<file path="config.mk">
export PLATFORM = sky130hd
export DESIGN_NAME = lcpf_framer
export DESIGN_NICKNAME = d
export VERILOG_FILES = /design/src/rtl/lcpf_framer.v
export VERILOG_INCLUDE_DIRS = /design/src /design/src/rtl
export SDC_FILE = /design/constraint.sdc
export NUM_CORES = 1
export LEC_CHECK = 0
export BUFFER_PORTS_ARGS = -buffer_cell sky130_fd_sc_hd__buf_4
export CAP_MARGIN = 10
export CORE_ASPECT_RATIO = 0.9
export CORE_MARGIN = 4
export CORE_UTILIZATION = 35
export DETAILED_ROUTE_END_ITERATION = 16
export GPL_ROUTABILITY_DRIVEN = 0
export PLACE_DENSITY_LB_ADDON = 0.05
export SLEW_MARGIN = 20
export SYNTH_ARGS = -nofsm -noshare
export SYNTH_HDL_FRONTEND = slang
export SYNTH_SLANG_ARGS = --single-unit
</file>
<file path="constraint.sdc">
create_clock -name clk -period 2.25 [get_ports clk]
set_clock_uncertainty 0.2 [all_clocks]
set_input_delay 0.1125 -clock clk [delete_from_list [all_inputs] [get_ports clk]]
set_output_delay 0.1125 -clock clk [all_outputs]
set_load 0.02 [all_outputs]
</file>
<file path="src/rtl/lcpf_defs.vh">
// constants for the link control packet framer
// Operation
// - control packets are four or eight bytes; all packets whole doublewords.
// - six-bit command code in bits 5:0 of byte 0 sets packet type.
// - unit identifier zero belongs only to the host bridge.
// - host-origin flag on responses set only when host bridge sent it.
// - equal nonzero sequence tags stay ordered; tag zero means unsequenced.
// - forwarding keeps same-stream matching nonzero sequence tags in order.
// - pass-posted set may overtake posted requests; originators leave it clear.
// - at most 32 outstanding per unit; unit plus tag unique, matches responses.
// - transaction tag is reserved in posted requests.
// - address field carries doubleword address bits 63 down to 2; code carries bits 63:8 only.
// - reserved fields sent as zero, undefined on receive, forwarded unchanged.
// - info packets are four bytes, never routed, always accepted.
// - request is eight bytes with address, four bytes without.
// - request byte layout of tag, command, pass-posted, unit and address.
// - address extension only before read, write, broadcast or atomic request.
// - extension never sent alone; ordered with its request as one unit.
// - missing address extension means address bits 63:40 are zero.
// - address extension: top bits 00, code 111110, bytes carry bits 63:40.
// - extension kind told apart by the top two bits of byte 0.
// - source extensions generated only when enabled on the link.
// - source extension top bits 10; 01 and 11 are reserved.
`ifndef LCPF_DEFS_VH
`define LCPF_DEFS_VH
`define LCPF_F_CMD 5:0
`define LCPF_F_SEQHI 7:6
`define LCPF_F_UNIT 12:8
`define LCPF_F_SEQLO 14:13
`define LCPF_B_PP 15
`define LCPF_F_TAG 20:16
`define LCPF_F_CSHI 31:21
`define LCPF_F_CSPEC 31:16
`define LCPF_F_EXTTOP 7:6
`define LCPF_F_EXTPAY 31:8
`define LCPF_F_AHI 63:40
`define LCPF_F_ALO 39:8
`define LCPF_CMD_EXT 6'h3E
`define LCPF_CMD_NOP 6'h00
`define LCPF_EXT_ADDR 2'h0
`define LCPF_EXT_SRC 2'h2
`define LCPF_UNIT_HOST 5'h00
`define LCPF_SEQ_NONE 4'h0
`define LCPF_ST_IDLE 2'h0
`define LCPF_ST_AEXT 2'h1
`define LCPF_ST_REQ0 2'h2
`define LCPF_ST_REQ1 2'h3
`endif

</file>
<file path="src/rtl/lcpf_framer.v">
// control packet framer: builds and parses link control doublewords
`timescale 1ns/100ps
`include "lcpf_defs.vh"
module lcpf_framer (
  // clock and reset
  input wire clk,
  input wire srst,
  // link configuration
  input wire is_host_bridge,
  input wire addr64_en,
  input wire srcid_gen_en,
  // transmit request
  input wire tx_req_valid,
  output wire tx_req_ready,
  input wire [5:0] tx_cmd,
  input wire [3:0] tx_seq_tag,
  input wire tx_pass_posted,
  input wire [4:0] tx_unit_id,
  input wire [4:0] tx_txn_tag,
  input wire tx_posted,
  input wire [10:0] tx_cmd_spec,
  input wire tx_has_addr,
  input wire tx_ext_cmd,
  input wire [63:8] tx_addr,
  input wire [23:0] tx_srcid,
  output reg tx_req_err,
  // transmit info
  input wire tx_info_valid,
  output wire tx_info_ready,
  input wire [31:0] tx_info_word,
  // link out
  output reg tx_dw_valid,
  input wire tx_dw_ready,
  output reg [31:0] tx_dw,
  // link in
  input wire rx_dw_valid,
  input wire [31:0] rx_dw,
  // received info
  output reg rx_info_valid,
  output reg [31:0] rx_info_word,
  // received request
  output reg rx_req_valid,
  output reg [5:0] rx_cmd,
  output reg [3:0] rx_seq_tag,
  output reg rx_seq_ordered,
  output reg rx_pass_posted,
  output reg [4:0] rx_unit_id,
  output reg rx_from_host,
  output reg [15:0] rx_cmd_spec,
  output reg rx_has_addr,
  output reg [63:8] rx_addr,
  output reg rx_srcid_valid,
  output reg [23:0] rx_srcid,
  output reg rx_ext_err
);

  // transmit state
  reg [1:0] st_reg;
  reg [1:0] st_next;
  reg [31:0] w0_reg;
  reg [31:0] w1_reg;
  reg [31:0] aext_reg;
  reg has_addr_reg;
  reg [31:0] dw_next;
  reg dv_next;
  reg err_next;
  wire out_free;
  wire idle;
  wire is_rd;
  wire is_wr;
  wire ext_ok;
  wire need_aext;
  wire bad_unit;
  wire bad_ext;
  wire take;
  wire [4:0] tag_fld;
  wire [31:0] w0_new;
  wire [31:0] aext_new;
  wire [31:0] sext_new;

  assign out_free = !tx_dw_valid || tx_dw_ready;
  assign idle = (st_reg == `LCPF_ST_IDLE);
  // info waits only for an idle framer and a free output: it wins over a new request
  assign tx_info_ready = idle && out_free;
  // no packet may split an extension from its request
  assign tx_req_ready = idle && out_free && !tx_info_valid;
  assign take = tx_req_valid && tx_req_ready;
  assign is_rd = (tx_cmd[5:4] == 2'h1);
  assign is_wr = (tx_cmd[4:3] == 2'h1);
  // extension only for read, write, broadcast or atomic
  assign ext_ok = tx_has_addr && (is_rd || is_wr || tx_ext_cmd);
  // upper address zero means no address extension is sent
  assign need_aext = addr64_en && (|tx_addr[`LCPF_F_AHI]);
  // unit zero reserved to the host bridge
  assign bad_unit = !is_host_bridge
    && (tx_unit_id == `LCPF_UNIT_HOST);
  assign bad_ext = (|tx_addr[`LCPF_F_AHI])
    && !(ext_ok && addr64_en);
  // tag reserved and driven zero in posted requests
  assign tag_fld = tx_posted ? 5'h00 : tx_txn_tag;
  // request doubleword 0 layout
  assign w0_new = {tx_cmd_spec, tag_fld, tx_pass_posted,
    tx_seq_tag[1:0], tx_unit_id, tx_seq_tag[3:2], tx_cmd};
  // address extension: 00b, extension code, bits 63:40
  assign aext_new = {tx_addr[`LCPF_F_AHI], `LCPF_EXT_ADDR,
    `LCPF_CMD_EXT};
  // source extension: 10b, extension code, identifier
  assign sext_new = {tx_srcid, `LCPF_EXT_SRC, `LCPF_CMD_EXT};

  always @* begin
    st_next = st_reg;
    dw_next = tx_dw;
    dv_next = tx_dw_valid && !tx_dw_ready;
    err_next = 1'b0;
    if (out_free) begin
      case (st_reg)
        `LCPF_ST_IDLE: begin
          if (tx_info_valid) begin
            dw_next = tx_info_word;
            dv_next = 1'b1;
          end else if (take && (bad_unit || bad_ext)) begin
            err_next = 1'b1;
          end else if (take) begin
            dv_next = 1'b1;
            if (srcid_gen_en) begin
              // source extension first, only when enabled
              dw_next = sext_new;
              st_next = (ext_ok && need_aext) ? `LCPF_ST_AEXT
                : `LCPF_ST_REQ0;
            end else if (ext_ok && need_aext) begin
              dw_next = aext_new;
              st_next = `LCPF_ST_REQ0;
            end else begin
              dw_next = w0_new;
              // four-byte form omits the address
              st_next = tx_has_addr ? `LCPF_ST_REQ1
                : `LCPF_ST_IDLE;
            end
          end
        end
        `LCPF_ST_AEXT: begin
          dw_next = aext_reg;
          dv_next = 1'b1;
          st_next = `LCPF_ST_REQ0;
        end
        `LCPF_ST_REQ0: begin
          dw_next = w0_reg;
          dv_next = 1'b1;
          st_next = has_addr_reg ? `LCPF_ST_REQ1 : `LCPF_ST_IDLE;
        end
        `LCPF_ST_REQ1: begin
          // address bits 39:8 in bytes 4 to 7
          dw_next = w1_reg;
          dv_next = 1'b1;
          st_next = `LCPF_ST_IDLE;
        end
        default: begin
          st_next = `LCPF_ST_IDLE;
          dv_next = 1'b0;
        end
      endcase
    end
  end

  always @(posedge clk) begin
    if (srst) begin
      st_reg <= `LCPF_ST_IDLE;
      tx_dw_valid <= 1'b0;
      tx_dw <= 32'h00000000;
      tx_req_err <= 1'b0;
      w0_reg <= 32'h00000000;
      w1_reg <= 32'h00000000;
      aext_reg <= 32'h00000000;
      has_addr_reg <= 1'b0;
    end else begin
      st_reg <= st_next;
      tx_dw_valid <= dv_next;
      tx_dw <= dw_next;
      tx_req_err <= err_next;
      if (take) begin
        w0_reg <= w0_new;
        w1_reg <= tx_addr[`LCPF_F_ALO];
        aext_reg <= aext_new;
        has_addr_reg <= tx_has_addr;
      end
    end
  end

  // receive state
  reg need1_reg;
  reg ha_v_reg;
  reg [23:0] ha_val_reg;
  reg hs_v_reg;
  reg [23:0] hs_val_reg;
  wire [5:0] rcmd;
  wire [1:0] rtop;
  wire r_is_ext;
  wire r_is_info;
  wire r_addr;

  // type decoded from the command code alone
  assign rcmd = rx_dw[`LCPF_F_CMD];
  assign rtop = rx_dw[`LCPF_F_EXTTOP];
  assign r_is_ext = (rcmd == `LCPF_CMD_EXT);
  assign r_is_info = (rcmd == `LCPF_CMD_NOP);
  assign r_addr = (rcmd[5:4] == 2'h1) || (rcmd[4:3] == 2'h1);

  always @(posedge clk) begin
    if (srst) begin
      need1_reg <= 1'b0;
      ha_v_reg <= 1'b0;
      ha_val_reg <= 24'h000000;
      hs_v_reg <= 1'b0;
      hs_val_reg <= 24'h000000;
      rx_info_valid <= 1'b0;
      rx_info_word <= 32'h00000000;
      rx_req_valid <= 1'b0;
      rx_cmd <= 6'h00;
      rx_seq_tag <= 4'h0;
      rx_seq_ordered <= 1'b0;
      rx_pass_posted <= 1'b0;
      rx_unit_id <= 5'h00;
      rx_from_host <= 1'b0;
      rx_cmd_spec <= 16'h0000;
      rx_has_addr <= 1'b0;
      rx_addr <= 56'h00000000000000;
      rx_srcid_valid <= 1'b0;
      rx_srcid <= 24'h000000;
      rx_ext_err <= 1'b0;
    end else begin
      rx_info_valid <= 1'b0;
      rx_req_valid <= 1'b0;
      rx_ext_err <= 1'b0;
      if (rx_dw_valid) begin
        if (need1_reg) begin
          // second doubleword: low address, attach held extension
          need1_reg <= 1'b0;
          rx_req_valid <= 1'b1;
          rx_addr[`LCPF_F_ALO] <= rx_dw;
          rx_addr[`LCPF_F_AHI] <= ha_v_reg ? ha_val_reg
            : 24'h000000;
          rx_srcid_valid <= hs_v_reg;
          rx_srcid <= hs_val_reg;
          ha_v_reg <= 1'b0;
          hs_v_reg <= 1'b0;
        end else if (r_is_ext) begin
          // extension kind from the top two bits
          if (rtop == `LCPF_EXT_ADDR) begin
            ha_v_reg <= 1'b1;
            ha_val_reg <= rx_dw[`LCPF_F_EXTPAY];
          end else if (rtop == `LCPF_EXT_SRC) begin
            hs_v_reg <= 1'b1;
            hs_val_reg <= rx_dw[`LCPF_F_EXTPAY];
          end else begin
            rx_ext_err <= 1'b1;
          end
        end else if (r_is_info) begin
          // info always accepted, held extensions kept
          rx_info_valid <= 1'b1;
          rx_info_word <= rx_dw;
        end else begin
          // reserved and command-specific bits passed raw
          rx_cmd <= rcmd;
          rx_seq_tag <= {rx_dw[`LCPF_F_SEQHI],
            rx_dw[`LCPF_F_SEQLO]};
          rx_seq_ordered <= ({rx_dw[`LCPF_F_SEQHI],
            rx_dw[`LCPF_F_SEQLO]} != `LCPF_SEQ_NONE);
          rx_pass_posted <= rx_dw[`LCPF_B_PP];
          rx_unit_id <= rx_dw[`LCPF_F_UNIT];
          rx_from_host <= (rx_dw[`LCPF_F_UNIT]
            == `LCPF_UNIT_HOST);
          rx_cmd_spec <= rx_dw[`LCPF_F_CSPEC];
          rx_has_addr <= r_addr;
          if (r_addr) begin
            need1_reg <= 1'b1;
          end else begin
            rx_req_valid <= 1'b1;
            rx_addr <= 56'h00000000000000;
            rx_srcid_valid <= hs_v_reg;
            rx_srcid <= hs_val_reg;
            ha_v_reg <= 1'b0;
            hs_v_reg <= 1'b0;
          end
        end
      end
    end
  end

endmodule // lcpf_framer

</file>
-- Word-level counts from Yosys, hierarchy flattened
Index checks and enable logic that the tools add are counted.
- flip-flop bits (word level): 332
- output and inout bits: 187
- logic and storage cells: 153
- equality and inequality tests: 22
- multiplexer cells: 54
- bitwise gates (word level): 7
- reductions and logical operators: 42
- operator list (kind ; number):
    $mux 56 ; 4
    $mux 32 ; 5
    $pmux 32 s4 ; 1
    $mux 24 ; 5
    $mux 1 ; 28
    $reduce_and 4->1 ; 6
    $reduce_or 24->1 ; 1
    $mux 2 ; 8
    $ne 3x3->1 const B ; 4
    $logic_and 1x1->1 ; 11
    $eq 2x1->1 const B ; 5
    $logic_not 5->1 ; 2
    $ne 2x2->1 const B ; 5
    $reduce_and 5->1 ; 2
    $ne 3x2->1 const B ; 3
    $pmux 2 s4 ; 1
    $reduce_or 4->1 ; 2
    $not 1->1 ; 7
    $eq 2x2->1 const B ; 3
    $eq 6x6->1 const B ; 1
    $logic_not 6->1 ; 1
    $logic_not 1->1 ; 5
    $logic_or 1x1->1 ; 5
    $mux 5 ; 1
    8 further kinds ; 9

-- Longest topological paths before layout
- depth in word-level cells: 13
- mapped depth: 9

-- Worst setup path after synthesis
Ideal clock, no wire load.
- path kind: register -> register
- from: register st_reg[1]
- to: register tx_req_err
- setup time: 0.114 ns
- arrival: 1.906 ns
- slack: 0.030 ns
- stages on the path, launching flop included: 8
- path through: dfxtp_1 -> clkbuf_1 -> or2_1 -> buf_2 -> nor3_2 -> nand2_1 -> buf_2 -> a2111oi_0
- longest elaborated chain between the ends: 6
- RTL lines (item ; RTL line ; text):
    start: declaration ; lcpf_framer.v:58 ; reg [1:0] st_reg;
    start signal: assignment ; lcpf_framer.v:167 ; st_reg <= `LCPF_ST_IDLE;
    start signal: assignment ; lcpf_framer.v:176 ; st_reg <= st_next;
    $logic_not 2->1 ; - ;
    $logic_and 1x1->1 (2 in series) ; lcpf_framer.v:86 ; assign tx_req_ready = idle && out_free && !tx_info_valid;
    net tx_req_ready ; lcpf_framer.v:14 ; output wire tx_req_ready,
    $logic_and 1x1->1 ; lcpf_framer.v:87 ; assign take = tx_req_valid && tx_req_ready;
    $logic_and 1x1->1 ; lcpf_framer.v:121 ; end else if (take && (bad_unit || bad_ext)) begin
    $mux 1 ; lcpf_framer.v:121 ;
    end signal: assignment ; lcpf_framer.v:179 ; tx_req_err <= err_next;
    end: declaration ; lcpf_framer.v:26 ; output reg tx_req_err,
The timed path passes the listed nets, and every way through them passes these cells.
A chain may end at the register's enable or synchronous reset.

-- Final worst setup path
- from: input port tx_addr[46] in the netlist's numbering
- to: register tx_dw[17]
- longest elaborated chain between the ends: 9
- RTL lines (item ; RTL line ; text):
    start: declaration ; lcpf_framer.v:24 ; input wire [63:8] tx_addr,
    $reduce_or 24->1 (*) ; lcpf_framer.v:93, lcpf_framer.v:97 ;
    $logic_and 1x1->1 ; lcpf_framer.v:93 ; assign need_aext = addr64_en && (|tx_addr[`LCPF_F_AHI]);
    $logic_and 1x1->1 ; lcpf_framer.v:130 ; end else if (ext_ok && need_aext) begin
    $mux 32 ; lcpf_framer.v:130 ;
    $mux 32 ; lcpf_framer.v:125 ; if (srcid_gen_en) begin
    $mux 32 ; lcpf_framer.v:123 ; end else if (take) begin
    $mux 32 ; lcpf_framer.v:121 ;
    $mux 32 ; lcpf_framer.v:118 ; if (tx_info_valid) begin
    $pmux 32 s4 ; lcpf_framer.v:116 ; case (st_reg)
    end signal: assignment ; lcpf_framer.v:178 ; tx_dw <= dw_next;
    end: declaration ; lcpf_framer.v:34 ; output reg [31:0] tx_dw,
Mark *: on every way between the ends. The rest lies on a longest branch, timed or not. The select of a mux whose other input is x is not followed.

==> results.py <==
metrics = {
    "die": {
        "num_io_pins": 375,
        "core_area_um2": 37600,
        "design.die.area_um2": 41600,
        "die_w_um": 215,
        "rows": 67,
        "floorplan.initialDensity_pct": 35.8,
        "die_y_um": 194,
    },
    "sta": {
        "worstMarginPinSlew_ps": 807,
        "max_freq_mhz": 457,
        "final_hold_viol_count": 0,
        "fin_crit_sh_pct": 97.2,
        "relSlewSlack_pct": 46.2,
        "fin_crit_ps": 2190,
        "setup_viol": 0,
        "slew_violations": 0,
        "rsz0062_at_grt": "no",
        "hold_ws_ps": 19.2,
    },
    "layout": {
        "nets": 2240,
        "syn_to_final_growth_pct": 49.0,
        "largest_reg_flops": 56,
        "layout-drive-gt1-share_pct": 27.9,
        "regMostFlops": "rx_addr",
    },
    "clock_tree": {
        "path_clk_slew_ps": 60,
        "cts_buffers": 38,
        "clockBufferDepth": 3,
        "clock-root-buffer": "clkbuf_16",
        "cts_tree": "built",
        "clock_latency_ps": 520,
        "htree_levels": 2,
        "cts_sinks": 328,
    },
    "yosys": {
        "syn_nets": 1718,
        "async_flop_share_pct": 0,
        "synth_seq_cells": 328,
        "synth_area_per_cell_um2": 8.79,
        "ys.flop_type": "dfxtp_1",
        "synthCells": 1530,
        "synth_area_um2": 13400,
        "synth_seq_area_share_pct": 48.8,
        "yosys.cell_count.top_type": "nand2_1",
        "ys_warn_count": 0,
        "synth_top_cells_by_count": "nand2_1, dfxtp_1, a21oi_1",
        "yosysTopAreaCell": "dfxtp_1",
        "synth_top_area_share_pct": 48.8,
        "synthTopCellsByArea": "dfxtp_1, nand2_1, a21oi_1",
        "yosysUniqueCellTypes": 70,
        "synth-edff-count": 0,
    },
    "route": {
        "wire_per_inst_um": 21.0,
        "routed_wirelength_um": 53800,
        "dr.first_iter.drc_count": 952,
        "detail-route-antenna-nets": 0,
        "vias": 13755,
        "dr.pass1.iters": 5,
        "route.detailed.drc": 0,
        "avgViaCountPerCell": 5.37,
    },
    "power": {
        "irDropWorstVdd_mv": 0.492,
        "p_leak_nw": 8.05,
        "total_power_mw": 14.2,
        "p_per_area_nw_per_um2": 711,
    },
    "grt": {
        "grt_overflow": 0,
        "globalRouteTotalUtil_pct": 24.5,
        "grt_first_pass_wirelength_um": 81500,
        "grt_max_degree": 153,
        "first_global_vias": 13237,
        "antenna_found_initial": 3,
    },
    "job": {
        "cap_viol_max_count": 0,
    },
    "outcome": {
        "status": "finished, final reports clean",
    },
    "setup_path": {
        "required_ps": 2450,
        "worstSetupStartpoint": "tx_addr[46]",
        "endpoint_kind": "flip-flop",
        "crit_chain": "dlygate4sd3_1 -> buf_4 -> nor4_2 -> nand2_2 -> buf_4 -> nor4b_4 -> buf_6 -> o21ai_0 -> o32ai_1",
        "startpoint_type": "input pin",
        "path_max_fanout": 19,
        "crit_top_cell": "buf_4",
        "max_stage_delay_ps": 550,
        "r2r_start": "st_reg[0]",
        "cp.arrival_ps": 2390,
        "crit_type": "input pin to flip-flop",
        "cp_slowest_cell": "dlygate4sd3_1",
    },
    "place": {
        "io_buffers": 374,
        "hpwl_um": 36800,
    },
    "worst_hold_path": {
        "worstHoldPathType": "input pin to flip-flop",
        "hp-start": "tx_info_word[22]",
    },
}
[area by class of cell]
cell class,count,area [µm²]
fill,3530,17500
sequential,328,6570
multi-input combinational,1056,6340
timing repair buffer,622,5260
clock buffer,57,1150
tap,483,604
clock inverter,10,82.6
inverter,6,23.8
antenna,1,2.50
[cells by family after synthesis]
kind of cell	count (synthesis)	synth area share (%)
buffers and inverters	146	4.61
AOI/OAI and AO/OA	474	24.7
muxes	82	6.22
and+or+nand+nor	500	15.6
DFF	328	48.8
[repair_timing]
item                                   4_1_cts  5_1_grt
endpoints found under the hold margin      270        0
buffers inserted                             0        2
hold buffers                               156        0
gates resized for setup                      0       11
setup endpoints to repair                    0       43
[path summary, 6_finish.rpt]
kind	end	slack, ps	cells after the start
worst max-delay path	tx_dw[17]	60	9
worst min-delay path	tx_dw[22]	20	5
worst max register to register	tx_dw[14]	180	6
worst min register to register	w0_reg[9]	250	2
[routing by layer]
layer,GRT usage [%],up-vias,part of all wire (%)
li1,-,6572,-
met1,35.6,6629,47
met2,37.0,473,44
met3,5.88,77,7.0
met4,5.62,4,1.9
met5,0,-,0.058
[report_power, final]
part           internal (mW)  switching (mW)
Clock                   3.64            2.46
Combinational          0.909            1.10
Sequential              6.01           0.130
Total                   10.6            3.69
[cells in the final DEF (no fill, tap or decap), types with 41 or more instances in the layout]
cell	count
nor2_1	86
clkbuf_16	41
buf_4	447
mux2i_1	79
a21oi_1	202
dfxtp_1	326
a221oi_1	54
nand2_1	342
dlygate4sd3_1	156
a22o_1	58
[metrics by stage]
step | setup WS (ps) | std cells | setup TNS [ps] | cell area, µm² | utilization [%]
floorplan | 29.6 | 1530 | 0 | 13400 | -
global placement | -329 | 2337 | -8370 | 17200 | 45.7
detailed placement | -413 | 2337 | -7970 | 17200 | 45.7
CTS | 7.94 | 2560 | 0 | 20000 | 53.1
global route | 21.4 | 2563 | 0 | 20000 | 53.3
finish | 64.1 | 2563 | 0 | 20000 | 53.3
[critical path, delay by kind of cell]
family / cells / cell delay, ps
AO/OA/AOI/OAI: 2 / 370
AND/OR/NAND/NOR: 3 / 750
buffers and inverters: 4 / 1150
Note: power is estimated with default switching activity, not from simulation.
